File: src/core/sfd_defs.vh
// Constants for the sequential error-correcting decoder.
`ifndef SFD_DEFS_VH
`define SFD_DEFS_VH
// ----------------------------------------
// Widths and depths
// ----------------------------------------
`define SFD_SOFT_W      2
`define SFD_IRAM_AW     6
`define SFD_IRAM_DEPTH  64
`define SFD_ORAM_AW     4
`define SFD_ORAM_DEPTH  16
`define SFD_SR_W        8
`define SFD_MET_W       12
// ----------------------------------------
// Code taps for the parity generator
// ----------------------------------------
`define SFD_TAPS        8'hb5
// ----------------------------------------
// Branch and path metric values
// ----------------------------------------
`define SFD_MET_GOOD    12'h002
`define SFD_MET_BAD     12'h009
`define SFD_MET_INIT    12'h100
// ----------------------------------------
// Timing, thresholds and windows
// ----------------------------------------
`define SFD_BUDGET_CYC  8'h10
`define SFD_LOCK_THR    16'h0010
`define SFD_WIN_BITS    16'h0400
`define SFD_OUT_DIV     8'h20
`endif

File: src/core/sfd_skid_buf.v
// Two-entry buffer with valid and ready on both sides.
`timescale 1ns/1ps
module sfd_skid_buf (
  input  wire       i_sys_clk,  // System clock.
  input  wire       i_srst,     // Synchronous reset, active high.
  input  wire       i_valid,    // Write side valid.
  input  wire [1:0] i_data,     // Write side data.
  output wire       o_ready,    // Write side ready.
  output wire       o_valid,    // Read side valid.
  output wire [1:0] o_data,     // Read side data.
  input  wire       i_ready     // Read side ready.
);
  reg  [1:0] mem_q [0:1];
  reg        wp_q;
  reg        rp_q;
  reg  [1:0] cnt_q;
  wire       wr = i_valid && (cnt_q != 2'h2);
  wire       rd = (cnt_q != 2'h0) && i_ready;

  assign o_ready = (cnt_q != 2'h2);
  assign o_valid = (cnt_q != 2'h0);
  assign o_data  = mem_q[rp_q];

  always @(posedge i_sys_clk) begin
    if (i_srst) begin
      wp_q  <= 1'b0;
      rp_q  <= 1'b0;
      cnt_q <= 2'h0;
    end else begin
      if (wr) begin
        mem_q[wp_q] <= i_data;
        wp_q        <= ~wp_q;
      end
      if (rd)
        rp_q <= ~rp_q;
      cnt_q <= cnt_q + {1'b0, wr} - {1'b0, rd};
    end
  end
endmodule

File: src/core/sfd_decoder.v
// Sequential error-correcting decoder: input store, tree search, output retiming.
`timescale 1ns/1ps
`include "sfd_defs.vh"
module sfd_decoder (
  input  wire       i_sys_clk,    // 25 MHz system clock.
  input  wire       i_srst,       // Synchronous reset, active high.
  input  wire       i_sym_valid,  // Soft symbol present.
  input  wire [1:0] i_sym_i,      // I soft value, sign in bit 1.
  input  wire [1:0] i_sym_q,      // Q soft value, sign in bit 1.
  output wire       o_sym_ready,  // Symbol accepted when high with valid.
  input  wire [1:0] i_amb_rot,    // Phase rotation in quarter turns.
  output wire       o_bit_valid,  // Corrected bit present.
  output wire       o_bit_data,   // Corrected bit.
  input  wire       i_bit_ready,  // Receiver takes the bit.
  output reg        o_data_clk,   // Constant-rate data clock.
  output reg        o_data_out,   // Retimed data bit.
  output reg        o_lock,       // Lock detect.
  output reg [15:0] o_raw_err     // Raw error count of last window.
);
  // ----------------------------------------
  // Search engine states
  // ----------------------------------------
  localparam [1:0] ST_IDLE = 2'h0;
  localparam [1:0] ST_FWD  = 2'h1;
  localparam [1:0] ST_BACK = 2'h2;
  localparam [1:0] ST_EMIT = 2'h3;

  // ----------------------------------------
  // Input RAM
  // ----------------------------------------
  reg  [3:0] iram_q [0:`SFD_IRAM_DEPTH-1];
  reg  [5:0] wr_ptr_q;
  reg  [5:0] rd_ptr_q;
  reg  [5:0] base_q;
  reg  [1:0] st_q;
  reg  [1:0] st_d;
  reg  [7:0] budget_q;
  reg  [3:0] oram_q [0:`SFD_ORAM_DEPTH-1];
  wire [6:0] fill = {1'b0, wr_ptr_q} - {1'b0, base_q};
  wire       ram_full = (wr_ptr_q + 6'h01) == base_q;

  assign o_sym_ready = !ram_full;

  always @(posedge i_sys_clk) begin
    if (!i_srst && i_sym_valid && !ram_full)
      iram_q[wr_ptr_q] <= {i_sym_i, i_sym_q};
  end

  // ----------------------------------------
  // Ambiguity correction and hard decision
  // ----------------------------------------
  wire [3:0] raw_sym = iram_q[rd_ptr_q];
  reg  [1:0] ci;
  reg  [1:0] cq;
  always @* begin
    case (i_amb_rot)
      2'h1:    begin ci = ~raw_sym[1:0]; cq = raw_sym[3:2];  end
      2'h2:    begin ci = ~raw_sym[3:2]; cq = ~raw_sym[1:0]; end
      2'h3:    begin ci = raw_sym[1:0];  cq = ~raw_sym[3:2]; end
      default: begin ci = raw_sym[3:2];  cq = raw_sym[1:0];  end
    endcase
  end
  // A weak I that disagrees with a confident Q takes Q's sign; Q always keeps its own sign.
  wire weak_i = ci[1] ^ ci[0];
  wire weak_q = cq[1] ^ cq[0];
  wire hard_i = (weak_i && !weak_q && (ci[1] != cq[1])) ? cq[1] : ci[1];
  wire hard_q = cq[1];

  // ----------------------------------------
  // Syndrome registers and parity generator
  // ----------------------------------------
  reg  [7:0] sr_q;
  reg  [7:0] sr_save_q;
  reg        alt_q;
  wire       cand   = hard_i ^ alt_q;
  wire [7:0] sr_nxt = {sr_q[6:0], cand};
  wire       syn_err = (^(sr_nxt & `SFD_TAPS)) ^ hard_q;
  wire [11:0] bmet = syn_err ? `SFD_MET_BAD : `SFD_MET_GOOD;

  // ----------------------------------------
  // Tree search engine
  // ----------------------------------------
  reg  [11:0] pmet_q;
  reg  [11:0] pmet_save_q;
  reg         save_ok_q;
  reg  [5:0]  save_ptr_q;
  reg  [3:0]  ow_q;
  reg  [3:0]  or_q;
  reg         in_bit_q;
  reg         dec_bit_q;
  wire        oram_full = (ow_q + 4'h1) == or_q;
  wire        budget_out = (budget_q == `SFD_BUDGET_CYC);
  wire        hist_end = (rd_ptr_q == base_q) || !save_ok_q;
  wire        have_sym = rd_ptr_q != wr_ptr_q;
  // A good branch adds credit; a bad one costs more than it earns.
  wire [11:0] pmet_new = syn_err ? (pmet_q - bmet) : (pmet_q + bmet);

  always @* begin
    st_d = st_q;
    case (st_q)
      ST_IDLE: if (have_sym && !oram_full) st_d = ST_FWD;
      ST_FWD:  st_d = syn_err ? ST_BACK : ST_EMIT;
      ST_BACK: st_d = ST_EMIT;
      ST_EMIT: st_d = ST_IDLE;
      default: st_d = ST_IDLE;
    endcase
  end

  // The engine steps at the full system clock while symbols arrive far
  // slower, so each symbol gets several trial branches.
  always @(posedge i_sys_clk) begin
    if (i_srst) begin
      st_q <= ST_IDLE;
      wr_ptr_q <= 6'h00;
      rd_ptr_q <= 6'h00;
      base_q <= 6'h00;
      sr_q <= 8'h00;
      sr_save_q <= 8'h00;
      alt_q <= 1'b0;
      pmet_q <= `SFD_MET_INIT;
      pmet_save_q <= `SFD_MET_INIT;
      save_ok_q <= 1'b0;
      save_ptr_q <= 6'h00;
      budget_q <= 8'h00;
      ow_q <= 4'h0;
      dec_bit_q <= 1'b0;
      in_bit_q <= 1'b0;
    end else begin
      st_q <= st_d;
      if (i_sym_valid && !ram_full)
        wr_ptr_q <= wr_ptr_q + 6'h01;
      case (st_q)
        ST_FWD: begin
          if (!syn_err) begin
            pmet_q <= pmet_new;
            sr_q <= sr_nxt;
            dec_bit_q <= cand;
            in_bit_q <= hard_i;
            pmet_save_q <= pmet_q;
            sr_save_q <= sr_q;
            save_ptr_q <= rd_ptr_q;
            save_ok_q <= 1'b1;
            rd_ptr_q <= rd_ptr_q + 6'h01;
            alt_q <= 1'b0;
          end
        end
        ST_BACK: begin
          budget_q <= budget_q + 8'h01;
          if (!alt_q && !budget_out) begin
            alt_q <= 1'b1;
          end else if (!hist_end && !budget_out) begin
            rd_ptr_q <= save_ptr_q;
            sr_q <= sr_save_q;
            pmet_q <= pmet_save_q;
            save_ok_q <= 1'b0;
            alt_q <= 1'b1;
          end else begin
            // Gave up: force the current candidate (hard decision XOR alt_q) through and move on.
            sr_q <= sr_nxt;
            dec_bit_q <= cand;
            in_bit_q <= hard_i;
            pmet_q <= pmet_new;
            rd_ptr_q <= rd_ptr_q + 6'h01;
            alt_q <= 1'b0;
          end
        end
        ST_EMIT: begin
          if (rd_ptr_q != base_q && fill != 7'h00) begin
            // The input bit travels with its own decision, since the read
            // pointer has already moved on to a symbol that may not exist yet.
            oram_q[ow_q] <= {in_bit_q, 2'h0, dec_bit_q};
            ow_q <= ow_q + 4'h1;
            base_q <= base_q + 6'h01;
            budget_q <= 8'h00;  // The budget is per delivered bit.
          end
        end
        default: begin
        end
      endcase
    end
  end

  // ----------------------------------------
  // Output RAM, buffer and retiming
  // ----------------------------------------
  wire       ob_ready;
  wire       oram_rd = (ow_q != or_q) && ob_ready;
  wire [3:0] oword = oram_q[or_q];
  wire       buf_valid;
  wire [1:0] buf_data;
  reg  [7:0] div_q;
  wire       tick = (div_q == `SFD_OUT_DIV);

  always @(posedge i_sys_clk) begin
    if (i_srst)
      or_q <= 4'h0;
    else if (oram_rd)
      or_q <= or_q + 4'h1;
  end

  sfd_skid_buf u_buf (
    .i_sys_clk (i_sys_clk),
    .i_srst    (i_srst),
    .i_valid   (ow_q != or_q),
    .i_data    ({oword[3], oword[0]}),
    .o_ready   (ob_ready),
    .o_valid   (buf_valid),
    .o_data    (buf_data),
    .i_ready   (i_bit_ready && tick)
  );

  assign o_bit_valid = buf_valid && tick;
  assign o_bit_data  = buf_data[0];

  // ----------------------------------------
  // Data clock, lock detect and raw error count
  // ----------------------------------------
  reg [15:0] win_q;
  reg [15:0] err_q;
  // Includes the bit being taken now, so lock and count agree at window end.
  wire [15:0] err_sum = err_q + {15'h0000, buf_data[1] ^ buf_data[0]};
  always @(posedge i_sys_clk) begin
    if (i_srst) begin
      div_q <= 8'h00;
      o_data_clk <= 1'b0;
      o_data_out <= 1'b0;
      win_q <= 16'h0000;
      err_q <= 16'h0000;
      o_raw_err <= 16'h0000;
      o_lock <= 1'b0;
    end else begin
      div_q <= tick ? 8'h00 : div_q + 8'h01;
      o_data_clk <= (div_q < (`SFD_OUT_DIV >> 1));
      if (tick && buf_valid && i_bit_ready) begin
        o_data_out <= buf_data[0];
        if (win_q == `SFD_WIN_BITS - 16'h0001) begin
          win_q <= 16'h0000;
          err_q <= 16'h0000;
          o_raw_err <= err_sum;
          o_lock <= (err_sum < `SFD_LOCK_THR);
        end else begin
          win_q <= win_q + 16'h0001;
          err_q <= err_sum;
        end
      end
    end
  end
endmodule

File: config.mk
export PLATFORM = sky130hd
export DESIGN_NAME = sfd_decoder
export DESIGN_NICKNAME = d
export VERILOG_FILES = /design/src/core/sfd_skid_buf.v /design/src/core/sfd_decoder.v
export VERILOG_INCLUDE_DIRS = /design/src /design/src/core
export SDC_FILE = /design/constraint.sdc
export NUM_CORES = 1
export LEC_CHECK = 0
export BUFFER_PORTS_ARGS = -buffer_cell sky130_fd_sc_hd__buf_2
export CAP_MARGIN = 20
export CORE_MARGIN = 4
export CORE_UTILIZATION = 45
export CTS_BUF_LIST = sky130_fd_sc_hd__clkbuf_16
export DETAILED_ROUTE_END_ITERATION = 16
export PLACE_DENSITY_LB_ADDON = 0.05
export SLEW_MARGIN = 20
export SYNTH_ARGS = -nofsm -noshare
export SYNTH_HDL_FRONTEND = slang
export SYNTH_HIERARCHICAL = 1
export SYNTH_SLANG_ARGS = --single-unit
export TNS_END_PERCENT = 30
File: constraint.sdc
create_clock -name i_sys_clk -period 5.63 [get_ports i_sys_clk]
set_input_delay 1.126 -clock i_sys_clk [delete_from_list [all_inputs] [get_ports i_sys_clk]]
set_output_delay 1.126 -clock i_sys_clk [all_outputs]
set_load 0.05 [all_outputs]
* Word-level counts from Yosys, hierarchy flattened
Memories as Yosys holds them, arrays and structs flattened. A register that Yosys moved wholly into a read port is not among the register bits. Index checks and enable logic that the tools add are counted.
Storage, ports and cells: word-level logic and storage cells 161, input port bits 10, memories 3, register bits after elaboration 125, bits in writable memories 292
Cells by class: reduce and logical (&&, ||, !) cells 38, add/sub/neg operators 12, $lt $le $gt $ge 2, eq/ne operators 23, mux-type cells 49, bitwise logic cells 10
Memory list:
- iram_q | depth 64, bits a word 4, read ports 1, clocked after Yosys merged registers in 1, wr ports 1, line sfd_decoder.v:31 | reg [3:0] iram_q [0:`SFD_IRAM_DEPTH-1];
- oram_q | depth 16, bits a word 2, read ports 1, clocked after Yosys merged registers in 1, wr ports 1, line sfd_decoder.v:38 | reg [3:0] oram_q [0:`SFD_ORAM_DEPTH-1];
- u_buf.mem_q | depth 2, bits a word 2, read ports 1, clocked after Yosys merged registers in 1, wr ports 1, line sfd_skid_buf.v:13 | reg [1:0] mem_q [0:1];
Operators by type and width (count):
- two-way mux 16 bit | 2
- two-way mux 8 bit | 4
- one-hot mux 8 bit (2 select lines) | 2
- two-way mux 6 bit | 5
- two-way mux 1 bit | 25
- adder 6 x 1 -> 6 bit, second input constant | 3
- adder 16 x 1 -> 16 bit | 1
- adder 16 x 1 -> 16 bit, second input constant | 1
- adder 8 x 1 -> 8 bit, second input constant | 2
- equality test 16 x 10 -> 1 bit, second input constant | 1
- less-than comparator 16 x 5 -> 1 bit, second input constant | 1
- logical AND 1 bit | 14
- inequality test 2 bit, second input constant | 7
- equality test 6 bit | 2
- inequality test 6 bit | 2
- one-hot mux 2 bit (3 select lines) | 2
- one-hot mux 6 bit (2 select lines) | 1
- AND reduction 2 bit | 5
- adder 4 x 1 -> 4 bit, second input constant | 2
- equality test 2 bit, second input constant | 4
- equality test 8 x 5 -> 1 bit, second input constant | 1
- equality test 8 x 6 -> 1 bit, second input constant | 1
- zero test 1 bit | 8
- less-than comparator 8 x 5 -> 1 bit, second input constant | 1
- 22 further kinds | 37

* Depth between registers and ports, before layout
Gate-level depths: netlist (run 1).
depth after elaboration 14, mapped depth 16, depth with buffers taken out 13

* By module
The synthesis (run 1) kept the hierarchy.
Modules (own cells, without submodules):
- sfd_decoder | times used 1, area an instance 18116.1 µm², seq. area each 11230.8 µm², cells an instance 1359
- sfd_skid_buf | times used 1, area an instance 382.9 µm², seq. area each 220.2 µm², cells an instance 30

* Worst setup path after synthesis (run 1)
No wires, ideal clock.
kind flip-flop to flip-flop, from register with a tool-made name, to register save_ok_q, arrival time 3.362 ns, cell stages (with the launch flop) 13, required time 5.493 ns, slack 2.131 ns, cell sequence dfxtp_1 -> buf_6 -> mux4_2 -> mux4_2 -> nor2_2 -> a2bb2oi_2 -> mux2i_1 -> xnor2_1 -> buf_4 -> or4b_2 -> a41o_1 -> a41oi_1 -> a211oi_1
RTL lines:
- to (signal assigned) | line sfd_decoder.v:122 | save_ok_q <= 1'b0;
- to (signal assigned) | line sfd_decoder.v:142 | save_ok_q <= 1'b1;
- to (signal assigned) | line sfd_decoder.v:155 | save_ok_q <= 1'b0;
- to (decl) | line sfd_decoder.v:85 | reg save_ok_q;

==> reports/metrics.yaml, run 1 <==
die:
  initial_utilization: 0.454
  die_h_um: 211
  die_area_sq_um: 44400
  coreArea_sq_um: 40700
  die-width_um: 211
  io_pins: 32
  rows: 74
synth:
  synth_top_area_frac: 0.474
  synth_area_sq_um: 18500
  ys_warn_count: 6
  syn_avg_cell_area_sq_um: 13.3
  synth_cell_types: 74
  ys_seq_area_frac: 0.619
  ys_ff_latch: 426
  synth_top_cell_by_area: "edfxtp_1"
  synth-main-ff-cell: "edfxtp_1"
  synth_edf_count: 292
  syn_nets: 1427
  synthCells: 1389
  synth.most_common_cell: "edfxtp_1"
  yosys-top-cells-area: "edfxtp_1 (47%), dfxtp_1 (15%), mux4_2 (9.7%)"
  synth_common_cells: "edfxtp_1 (292), nor2_1 (203), dfxtp_1 (134)"
  async_flop_share: 0
global_routing:
  track_usage: 0.193
  grt_pass1_vias: 11300
  grt_first_pass_wirelength_um: 66600
  grt_overflow: 0
  grt_max_degree: 65
  grt_antenna_before_repair: 0
layout:
  n_fill_cell: 3547
  n_antenna_cell: 0
  layout-drive-gt1-share: 0.154
  layout.nets: 1438
  fin_area_sq_um: 20500
  area_growth_pct: 10.8
routing:
  drt-total-wl_um: 42500
  dr_wl_met3_um: 2230
  m1WireLength_um: 19400
  drc_errors: 0
  route.met2.wl_um: 19900
  vias: 11200
  ant_nets: 0
  maxUsedRoutingLayer: "met4"
  via_per_inst: 5.69
  first_iter_violations: 685
  wl_per_cell_um: 21.6
  first_pass_iters: 5
power:
  pwr-share-seq: 0.450
  p_per_area_nw_per_um2: 384
  p_leak_nw: 6.64
  swShare: 0.286
  max-vdd-ir-drop_v: 0.000258
  p_clk_frac: 0.362
  total_power_mw: 7.87
  p_sw_mw: 2.25
  p_comb_frac: 0.188
  cell_internal_pwr_mw: 5.62
flow_run:
  cap_violations: 0
min_path:
  hold_class: "reg2reg"
  min_from: "o_raw_err[1]"
clock_tree:
  cts_setup_buffers: 0
  cts_sinks: 426
  cts_resized: 0
  cts_made_buffers: 45
  worstSkewPairLatency_ns: 0.57
  path_clk_slew_ns: 0.07
  cts.htree.levels: 2
  cts_tree: "built"
  cts_root_buf: "clkbuf_16"
  cts_hold_buf: 0
  clockBufferDepth: 3
sta:
  finalHoldViolations: 0
  max_slew_margin: 0.335
  tightest_slew_ns: 0.995
  tns_ns: 0
  rsz0062_at_grt: "false"
  maxClockFrequency_mhz: 225
  clock_skew_ns: 0.0219
  setup_slack_ns: 1.19
  period_needed_ns: 4.44
  drv_slew: 0
  final-setup-viol-count: 0
  post-route-period-util: 0.789
placed_design:
  dp_slack_ns: 1.16
  dp.final_hpwl_um: 27400
  placed_cell_area_sq_um: 19100
  gp_congestion: 0.825
  io_buffers: 31
setup_path:
  start_kind: "register"
  arrival_ns: 4.84
  critPathRequiredTime_ns: 6.03
  worst-setup-path-type: "reg2reg"
  worstSetupEndpointType: "register"
  critical_path.max_fanout: 23
outcome:
  status: "finished, final reports clean"
[registers in the layout, summed over array words and instances (netlist names), 2 cells and up, named ones only]
register     flops
sr_q             7
u_buf/mem_q      4
div_q            8
o_raw_err       16
st_q             2
save_ptr_q       6
sr_save_q        7
iram_q         256
win_q           16
ow_q             4
base_q           6
rd_ptr_q         6
or_q             4
wr_ptr_q         6
budget_q         8
err_q           16
oram_q          32
u_buf/cnt_q      2
[stage by stage]
step            util  hold slack, ns  std cells
2_1_floorplan      -           0.448       1389
3_3_place_gp   0.468           0.442       1885
3_5_place_dp   0.468           0.446       1885
4_1_cts        0.503           0.455       1964
5_1_grt        0.503           0.475       1964
6_report       0.503           0.453       1964
[area by class of cell]
class,instances,area (sq um),share of cell area
Clock buffer,47,1180,0.0574
Clock inverter,32,238,0.0116
Inverter,24,90.1,0.00440
Multi-Input combinational cell,854,6560,0.320
Sequential cell,426,11500,0.559
Tap cell,532,666,0.0325
Timing Repair Buffer,49,308,0.0150
[worst max-delay path, stage by stage, from the launching register on]
cell	delay, ns
dfxtp_2	0.64
buf_4	0.42
mux4_2	0.39
mux4_2	0.47
nor2_2	0.13
a2bb2oi_2	0.19
mux2i_1	0.15
xnor2_1	0.16
buf_4	0.18
and4b_1	0.23
o41ai_4	0.55
a31oi_1	0.18
a211oi_1	0.57
[metal layers]
layer	GRT usage	vias up
li1	-	5233
met1	0.279	5592
met2	0.302	272
met3	0.0377	75
met4	0.0492	0
met5	0	-
[cells by family (layout without fill, tap and decap cells)]
logic type / count (synthesis) / after routing / share of synthesized area
AND/OR/NAND/NOR: 443 / 443 / 0.112
flip-flops: 426 / 426 / 0.619
buffers and inverters: 109 / 152 / 0.0264
adder cells (fa/ha/maj): 28 / 28 / 0.0189
AO/OA/AOI/OAI: 190 / 190 / 0.0681
XOR/XNOR: 92 / 92 / 0.0461
multiplexers: 101 / 101 / 0.109
[power groups by stage]
stage	clock network (mW)	logic (mW)	registers [mW]
2_1_floorplan	0	1.17	3.54
3_3_place_gp	0	1.47	3.61
3_5_place_dp	0	1.48	3.61
4_1_cts	2.93	1.49	3.55
5_1_grt	3.07	1.61	3.56
6_report	2.85	1.48	3.55
[path summary, 6_finish.rpt]
check                           slack, ns      endpoint  cells after the start
worst min-delay path                 0.45  o_raw_err[1]                      2
worst max-delay path                 1.19      register                     12
worst max register to register       1.19      register                     12
worst min register to register       0.45  o_raw_err[1]                      2
[cell usage in the layout, fill, tap and decap left out, types with 17 or more instances in the layout]
cell type and instances:
mux4_2 80, nor2_1 203, a211oi_1 25, xnor2_1 49, nor3_1 22, mux2i_1 17, inv_1 33, clkbuf_16 47
nand2_1 53, edfxtp_1 292, buf_4 19, o21ai_0 36, buf_2 29, ha_1 28, dfxtp_1 131, xor2_1 40
a21oi_1 54, nand3_1 62
No activity file was read; power rests on OpenSTA's default activity.
==> inputs of run 2 (changes only) <==
==> constraint.sdc (replaced) <==
create_clock -name i_sys_clk -period 4.5 [get_ports i_sys_clk]
set_input_delay 0.9 -clock i_sys_clk [delete_from_list [all_inputs] [get_ports i_sys_clk]]
set_output_delay 0.9 -clock i_sys_clk [all_outputs]
set_load 0.05 [all_outputs]
==> run 2 against run 1 <==
  * Total power grew 27%
  * Critical path depth is the same
  * Non-clock buffer count grew 17
  * Worst setup slack lost 0.84 ns
  * Global-route usage grew 0.14 points
  * Clock skew grew 0.0097 ns
  * Largest cell class unchanged
  * Die area is the same
==> reports/metrics.yaml, run 2 (same netlist as run 1, synthesis figures left out) <==
layout:
  layout.area.seq_sq_um: 11500
  n_fill_cell: 3605
  area_growth_pct: 11.4
  n_antenna_cell: 0
  final_cell_mix: "edfxtp_1 (292), nor2_1 (203), dfxtp_1 (131)"
  largest_reg_flops: 256
  reg_top3: "iram_q: 256 flops, oram_q: 32 flops"
  fin_area_sq_um: 20600
  multi_input_area_sq_um: 6570
  final_common_cell: "edfxtp_1"
  layout-drive-gt1-share: 0.162
  regMostFlops: "iram_q"
  layout.nets: 1456
placed_design:
  dp.final_hpwl_um: 28000
  gp_congestion: 0.810
  io_buffers: 31
  dp_slack_ns: 0.158
  placed_cell_area_sq_um: 19200
power:
  swShare: 0.289
  p_clk_frac: 0.351
  cell_internal_pwr_mw: 7.08
  p_sw_mw: 2.88
  pwr-share-seq: 0.446
  p_per_area_nw_per_um2: 483
  p_comb_frac: 0.203
  p_leak_nw: 6.73
  max-vdd-ir-drop_v: 0.000348
routing:
  ant_nets: 0
  first_pass_iters: 7
  drt-total-wl_um: 42800
  vias: 11300
  first_iter_violations: 766
  via_per_inst: 5.70
  wl_per_cell_um: 21.6
  drc_errors: 0
setup_path:
  reg2reg_slack_ns: 0.35
  max_stage_delay_ns: 0.62
  arrival_ns: 4.54
  cp_num_cells: 12
  worstSetupEndpointType: "register"
  worst-setup-path-type: "reg2reg"
  worstReg2RegEnd: "save_ok_q"
  critical_path.max_fanout: 20
  crit_path_frequent_cell: "buf_4"
  r2r_cells: 12
  cp_slowest_cell: "or4b_2"
  critPathRequiredTime_ns: 4.89
  crit_family: "compound AO/OA/AOI/OAI gates"
  start_kind: "register"
  critPathBufInv: 2
  critical_path.endpoint: "save_ok_q"
  cp_cell_sequence: "buf_4 > mux4_2 > a22oi_1 > nand3_1 > a2bb2oi_2 > mux2i_1 > xnor2_1 > buf_4 > or4b_2 > a41o_1 > a41oi_1 > a211oi_1"
die:
  die-width_um: 211
  io_pins: 32
  die_area_sq_um: 44400
  rows: 74
  coreArea_sq_um: 40700
  initial_utilization: 0.454
  die_h_um: 211
sta:
  tightest_slew_ns: 0.984
  maxClockFrequency_mhz: 241
  setup_slack_ns: 0.351
  finalHoldViolations: 0
  post-route-period-util: 0.922
  final-setup-viol-count: 0
  tns_ns: 0
  rsz0062_at_grt: "false"
  drv_slew: 0
  max_slew_margin: 0.344
  clock_skew_ns: 0.0316
  period_needed_ns: 4.15
min_path:
  hold_class: "reg2reg"
clock_tree:
  cts_resized: 0
  cts_setup_buffers: 0
  cts_hold_buf: 0
  cts.htree.levels: 2
  cts_root_buf: "clkbuf_16"
  path_clk_slew_ns: 0.06
  worstSkewPairLatency_ns: 0.58
  clockBufferDepth: 3
  cts_tree: "built"
  cts_sinks: 426
  cts_made_buffers: 46
global_routing:
  grt_pass1_vias: 11200
  grt_first_pass_wirelength_um: 67300
  grt_antenna_before_repair: 0
  track_usage: 0.194
  grt_overflow: 0
  grt_max_degree: 73
outcome:
  status: "finished, final reports clean"
flow_run:
  cap_violations: 0
==> run 2: cell count changes in the layout (fill, tap and decap cells not counted), sizes merged <==
cell and change:
buf +17, clkinv +9, clkinvlp -4, bufinv -2, inv -2, clkbuf +1
==> run 2: metal layers <==
layer,global-route usage,wire length (um)
met4,0.0550,984
met1,0.277,19300
met2,0.315,20700
met3,0.0267,1780
met5,0,0
==> run 2: worst register-to-register path, stage by stage (launching register included) <==
cell	delay, ns
dfxtp_4	0.61
buf_4	0.35
mux4_2	0.54
a22oi_1	0.20
nand3_1	0.20
a2bb2oi_2	0.23
mux2i_1	0.17
xnor2_1	0.19
buf_4	0.19
or4b_2	0.63
a41o_1	0.32
a41oi_1	0.27
a211oi_1	0.08
==> run 2: power by group through the flow <==
| stage | combinational, mW | sequential [mW] | clock, mW |
|---|---|---|---|
| 6_report | 2.02 | 4.45 | 3.50 |
| 5_1_grt | 2.19 | 4.47 | 3.76 |
| 4_1_cts | 2.01 | 4.45 | 3.59 |
| 3_5_place_dp | 2.00 | 4.53 | 0 |
| 3_3_place_gp | 1.98 | 4.54 | 0 |
| 2_1_floorplan | 1.46 | 4.42 | 0 |
==> run 2: metrics by stage <==
stage               instances  hold slack, ns   util  power, mW
finish                   1983           0.456  0.506       9.96
global placement         1902           0.442  0.472       6.52
floorplan                1389           0.448      -       5.88
CTS                      1983           0.456  0.506       10.1
global route             1983           0.472  0.506       10.4
detailed placement       1902           0.447  0.472       6.53
==> run 2: layout make-up <==
class,instances,area share
Clock buffer,48,0.0583
Tap cell,532,0.0323
Inverter,24,0.00437
Multi-Input combinational cell,854,0.319
Sequential cell,426,0.556
Timing Repair Buffer,66,0.0219
Clock inverter,33,0.00886
==> run 2: worst min path at each step <==
stage	startpoint	to	slack [ns]	cells after the start
final	o_data_out	o_data_out	0.46	2
after global routing	o_data_out	o_data_out	0.47	2
after CTS	o_data_out	o_data_out	0.46	2
after detailed placement	o_data_out	o_data_out	0.45	2
after global placement	o_data_out	o_data_out	0.44	2
after floorplan	div_q[0]	div_q[0]	0.45	1
==> inputs of run 3 (changes only) <==
--- a/config.mk
+++ b/config.mk
@@ -6,8 +6,9 @@
 export SDC_FILE = /design/constraint.sdc
 export NUM_CORES = 1
 export LEC_CHECK = 0
+export ABC_AREA = 1
 export BUFFER_PORTS_ARGS = -buffer_cell sky130_fd_sc_hd__buf_2
-export CAP_MARGIN = 20
+export CAP_MARGIN = 15
 export CORE_MARGIN = 4
 export CORE_UTILIZATION = 45
 export CTS_BUF_LIST = sky130_fd_sc_hd__clkbuf_16
==> run 3 against run 2 <==
  * Flip-flop and latch count did not move
  * First-iteration DRC count rose by 34%
  * Non-clock buffer count fell by 11
  * Combinational power rose by 6%
  * Clock-buffer cell count fell by 1
  * Worst hold slack got worse by 0.0060 ns
  * Global-route usage rose by 1.5 points
  * Routed wire length rose by 11%
  * Total power rose by 4.7%
  * Critical path type unchanged
  * Critical endpoint is now iram_q[49][0]
  * Largest power group unchanged
==> reports/metrics.yaml, run 3 <==
routing:
  drt-total-wl_um: 47400
  m1WireLength_um: 21500
  drc_errors: 0
  via_per_inst: 5.33
  route.met2.wl_um: 22100
  first_iter_violations: 1028
  first_pass_iters: 5
  maxUsedRoutingLayer: "met4"
  dr_wl_met3_um: 2630
  vias: 13800
  ant_nets: 0
  wl_per_cell_um: 18.2
setup_path:
  critical_path.max_fanout: 13
  crit_family: "simple AND/OR/NAND/NOR gates"
  worstSetupEndpointType: "register"
  critPathBufInv: 0
  cp_slowest_cell: "nor4_1"
  worstReg2RegEnd: "iram_q[49][0]"
  worst-setup-path-type: "reg2reg"
  crit_path_frequent_cell: "nand2_1"
  arrival_ns: 4.26
  r2r_cells: 10
  start_kind: "register"
  r2r_start: "wr_ptr_q[2]"
  reg2reg_slack_ns: 0.43
  cp_cell_sequence: "nand2_1 > nor2_1 > nand2_1 > a221oi_1 > xor2_1 > nand2_1 > nand2_1 > nor2_1 > nand4_1 > nor4_1"
  max_stage_delay_ns: 0.86
  critPathRequiredTime_ns: 4.69
layout:
  layout.nets: 2060
  n_antenna_cell: 0
  layout-drive-gt1-share: 0.0646
  final_cell_mix: "nand2_1 (538), edfxtp_1 (292), nand3_1 (277)"
  regMostFlops: "iram_q"
  n_fill_cell: 3909
  layout.area.seq_sq_um: 11500
  multi_input_area_sq_um: 6550
  largest_reg_flops: 256
  reg_top3: "iram_q: 256 flops, oram_q: 32 flops"
  area_growth_pct: 10.5
  fin_area_sq_um: 21100
  final_common_cell: "nand2_1"
  final_cell_count_no_fill: 2598
synth:
  ys_ff_latch: 426
  synth_top_cell_by_area: "edfxtp_1"
  yosys-top-cells-area: "edfxtp_1 (46%), dfxtp_1 (14%), nand2_1 (11%)"
  ys_warn_count: 6
  ys_seq_area_frac: 0.601
  synth-main-ff-cell: "edfxtp_1"
  synth.most_common_cell: "nand2_1"
  synth_area_sq_um: 19100
  synth_edf_count: 292
  syn_nets: 2047
  synth_common_cells: "nand2_1 (538), edfxtp_1 (292), nand3_1 (277)"
  synth_top_area_frac: 0.460
  synth_cell_types: 45
  async_flop_share: 0
  synthCells: 2009
  syn_avg_cell_area_sq_um: 9.49
clock_tree:
  cts_hold_buf: 0
  clockBufferDepth: 3
  cts_tree: "built"
  cts_sinks: 426
  cts_root_buf: "clkbuf_16"
  cts_made_buffers: 46
  cts_resized: 0
  worstSkewPairLatency_ns: 0.58
  cts.htree.levels: 2
  cts_setup_buffers: 0
  path_clk_slew_ns: 0.06
die:
  io_pins: 32
  die-width_um: 214
  initial_utilization: 0.454
  die_area_sq_um: 45700
  coreArea_sq_um: 41900
  rows: 75
  die_h_um: 214
sta:
  maxClockFrequency_mhz: 246
  drv_slew: 0
  max_slew_margin: 0.334
  finalHoldViolations: 0
  post-route-period-util: 0.905
  period_needed_ns: 4.07
  final-setup-viol-count: 0
  rsz0062_at_grt: "true"
  clock_skew_ns: 0.0184
  tightest_slew_ns: 0.989
global_routing:
  grt_pass1_vias: 13300
  grt_overflow: 0
  grt_first_pass_wirelength_um: 74700
  track_usage: 0.209
  grt_max_degree: 129
  grt_antenna_before_repair: 0
flow_run:
  cap_violations: 0
min_path:
  worstHoldPathCells: 2
  hold_class: "reg2reg"
  min_to: "sr_save_q[1]"
  min_from: "sr_save_q[1]"
power:
  max-vdd-ir-drop_v: 0.000336
  p_per_area_nw_per_um2: 495
  p_leak_nw: 7.83
placed_design:
  gp_congestion: 0.780
  dp.final_hpwl_um: 30600
  placed_cell_area_sq_um: 19600
  dp_cells: 2513
  io_buffers: 31
outcome:
  status: "finished, final reports clean"
-- run 3: cell types whose count changed in the layout (fill, tap and decap cells not counted), moves of 12 or more --
| cell | before | now |
|---|---|---|
| inv_1 | 32 | 153 |
| xnor2_1 | 48 | 15 |
| a31oi_1 | 14 | 2 |
| o21ai_0 | 36 | 82 |
| nand2b_1 | 16 | 0 |
| nand2_1 | 53 | 538 |
| a211oi_1 | 25 | 3 |
| nor2_1 | 203 | 150 |
| mux4_2 | 80 | 0 |
| a21oi_1 | 54 | 95 |
| nand3_1 | 62 | 277 |
| nand4_1 | 12 | 27 |
-- run 3: worst max-delay path by stage --
stage	slack, ns	startpoint	cells past startpoint	endpoint
floorplan	1.0	wr_ptr_q[0]	14	iram_q[48][0]
global placement	0.51	wr_ptr_q[2]	10	iram_q[49][0]
detailed placement	0.45	wr_ptr_q[1]	10	iram_q[49][0]
CTS	0.41	wr_ptr_q[1]	10	iram_q[49][0]
global route	-0.04	wr_ptr_q[1]	10	iram_q[49][0]
finish	0.43	wr_ptr_q[2]	10	iram_q[49][0]
-- run 3: cell type report --
class,instances,share of cell area
flip-flops and latches,426,0.544
multi-input cells,1352,0.311
clock buffers,47,0.0558
well taps,539,0.0320
inverters,141,0.0252
repair buffers,55,0.0182
clock inverters,38,0.0143
-- run 3: through the flow --
stage          utilization  hold slack [ns]  power [mW]  worst slack (ns)  TNS, ns
2_1_floorplan            -            0.417        6.27             0.996        0
3_5_place_dp         0.467            0.439        6.82             0.449        0
4_1_cts              0.502            0.448        10.5             0.410        0
3_3_place_gp         0.467            0.434        6.83             0.511        0
5_1_grt              0.502            0.468        11.0           -0.0422   -0.123
6_report             0.502            0.450        10.4             0.428        0
-- run 3: per-layer routing --
metal / vias up / global-route usage
met5: - / 0
met4: 0 / 0.0625
met3: 67 / 0.0394
met2: 344 / 0.337
met1: 6538 / 0.291
li1: 6886 / -
-- run 3: report_power, final --
| part | internal [mW] | switching (mW) | leakage, nW |
|---|---|---|---|
| sequential | 4.39 | 0.198 | 3.72 |
| combinational | 0.658 | 1.49 | 3.33 |
| clock | 2.17 | 1.52 | 0.779 |
-- run 3: worst register-to-register path, delay by kind of cell (launching register included) --
kind                      cells  cell delay (ns)
and+or+nand+nor               8             2.54
DFF                           1             0.61
AOI/OAI and AO/OA             1             0.41
xor gates and xnor gates      1             0.11
-- run 3: cells by family (layout without fill, tap and decap cells) --
group / count (synthesis) / after routing / synth area share
AO/OA/AOI/OAI: 214 / 214 / 0.0614
XOR/XNOR: 46 / 46 / 0.0211
adder cells (fa/ha/maj): 28 / 28 / 0.0184
buffers and inverters: 231 / 281 / 0.0558
flip-flops: 426 / 426 / 0.601
multiplexers: 10 / 10 / 0.00538
AND/OR/NAND/NOR: 1054 / 1054 / 0.237
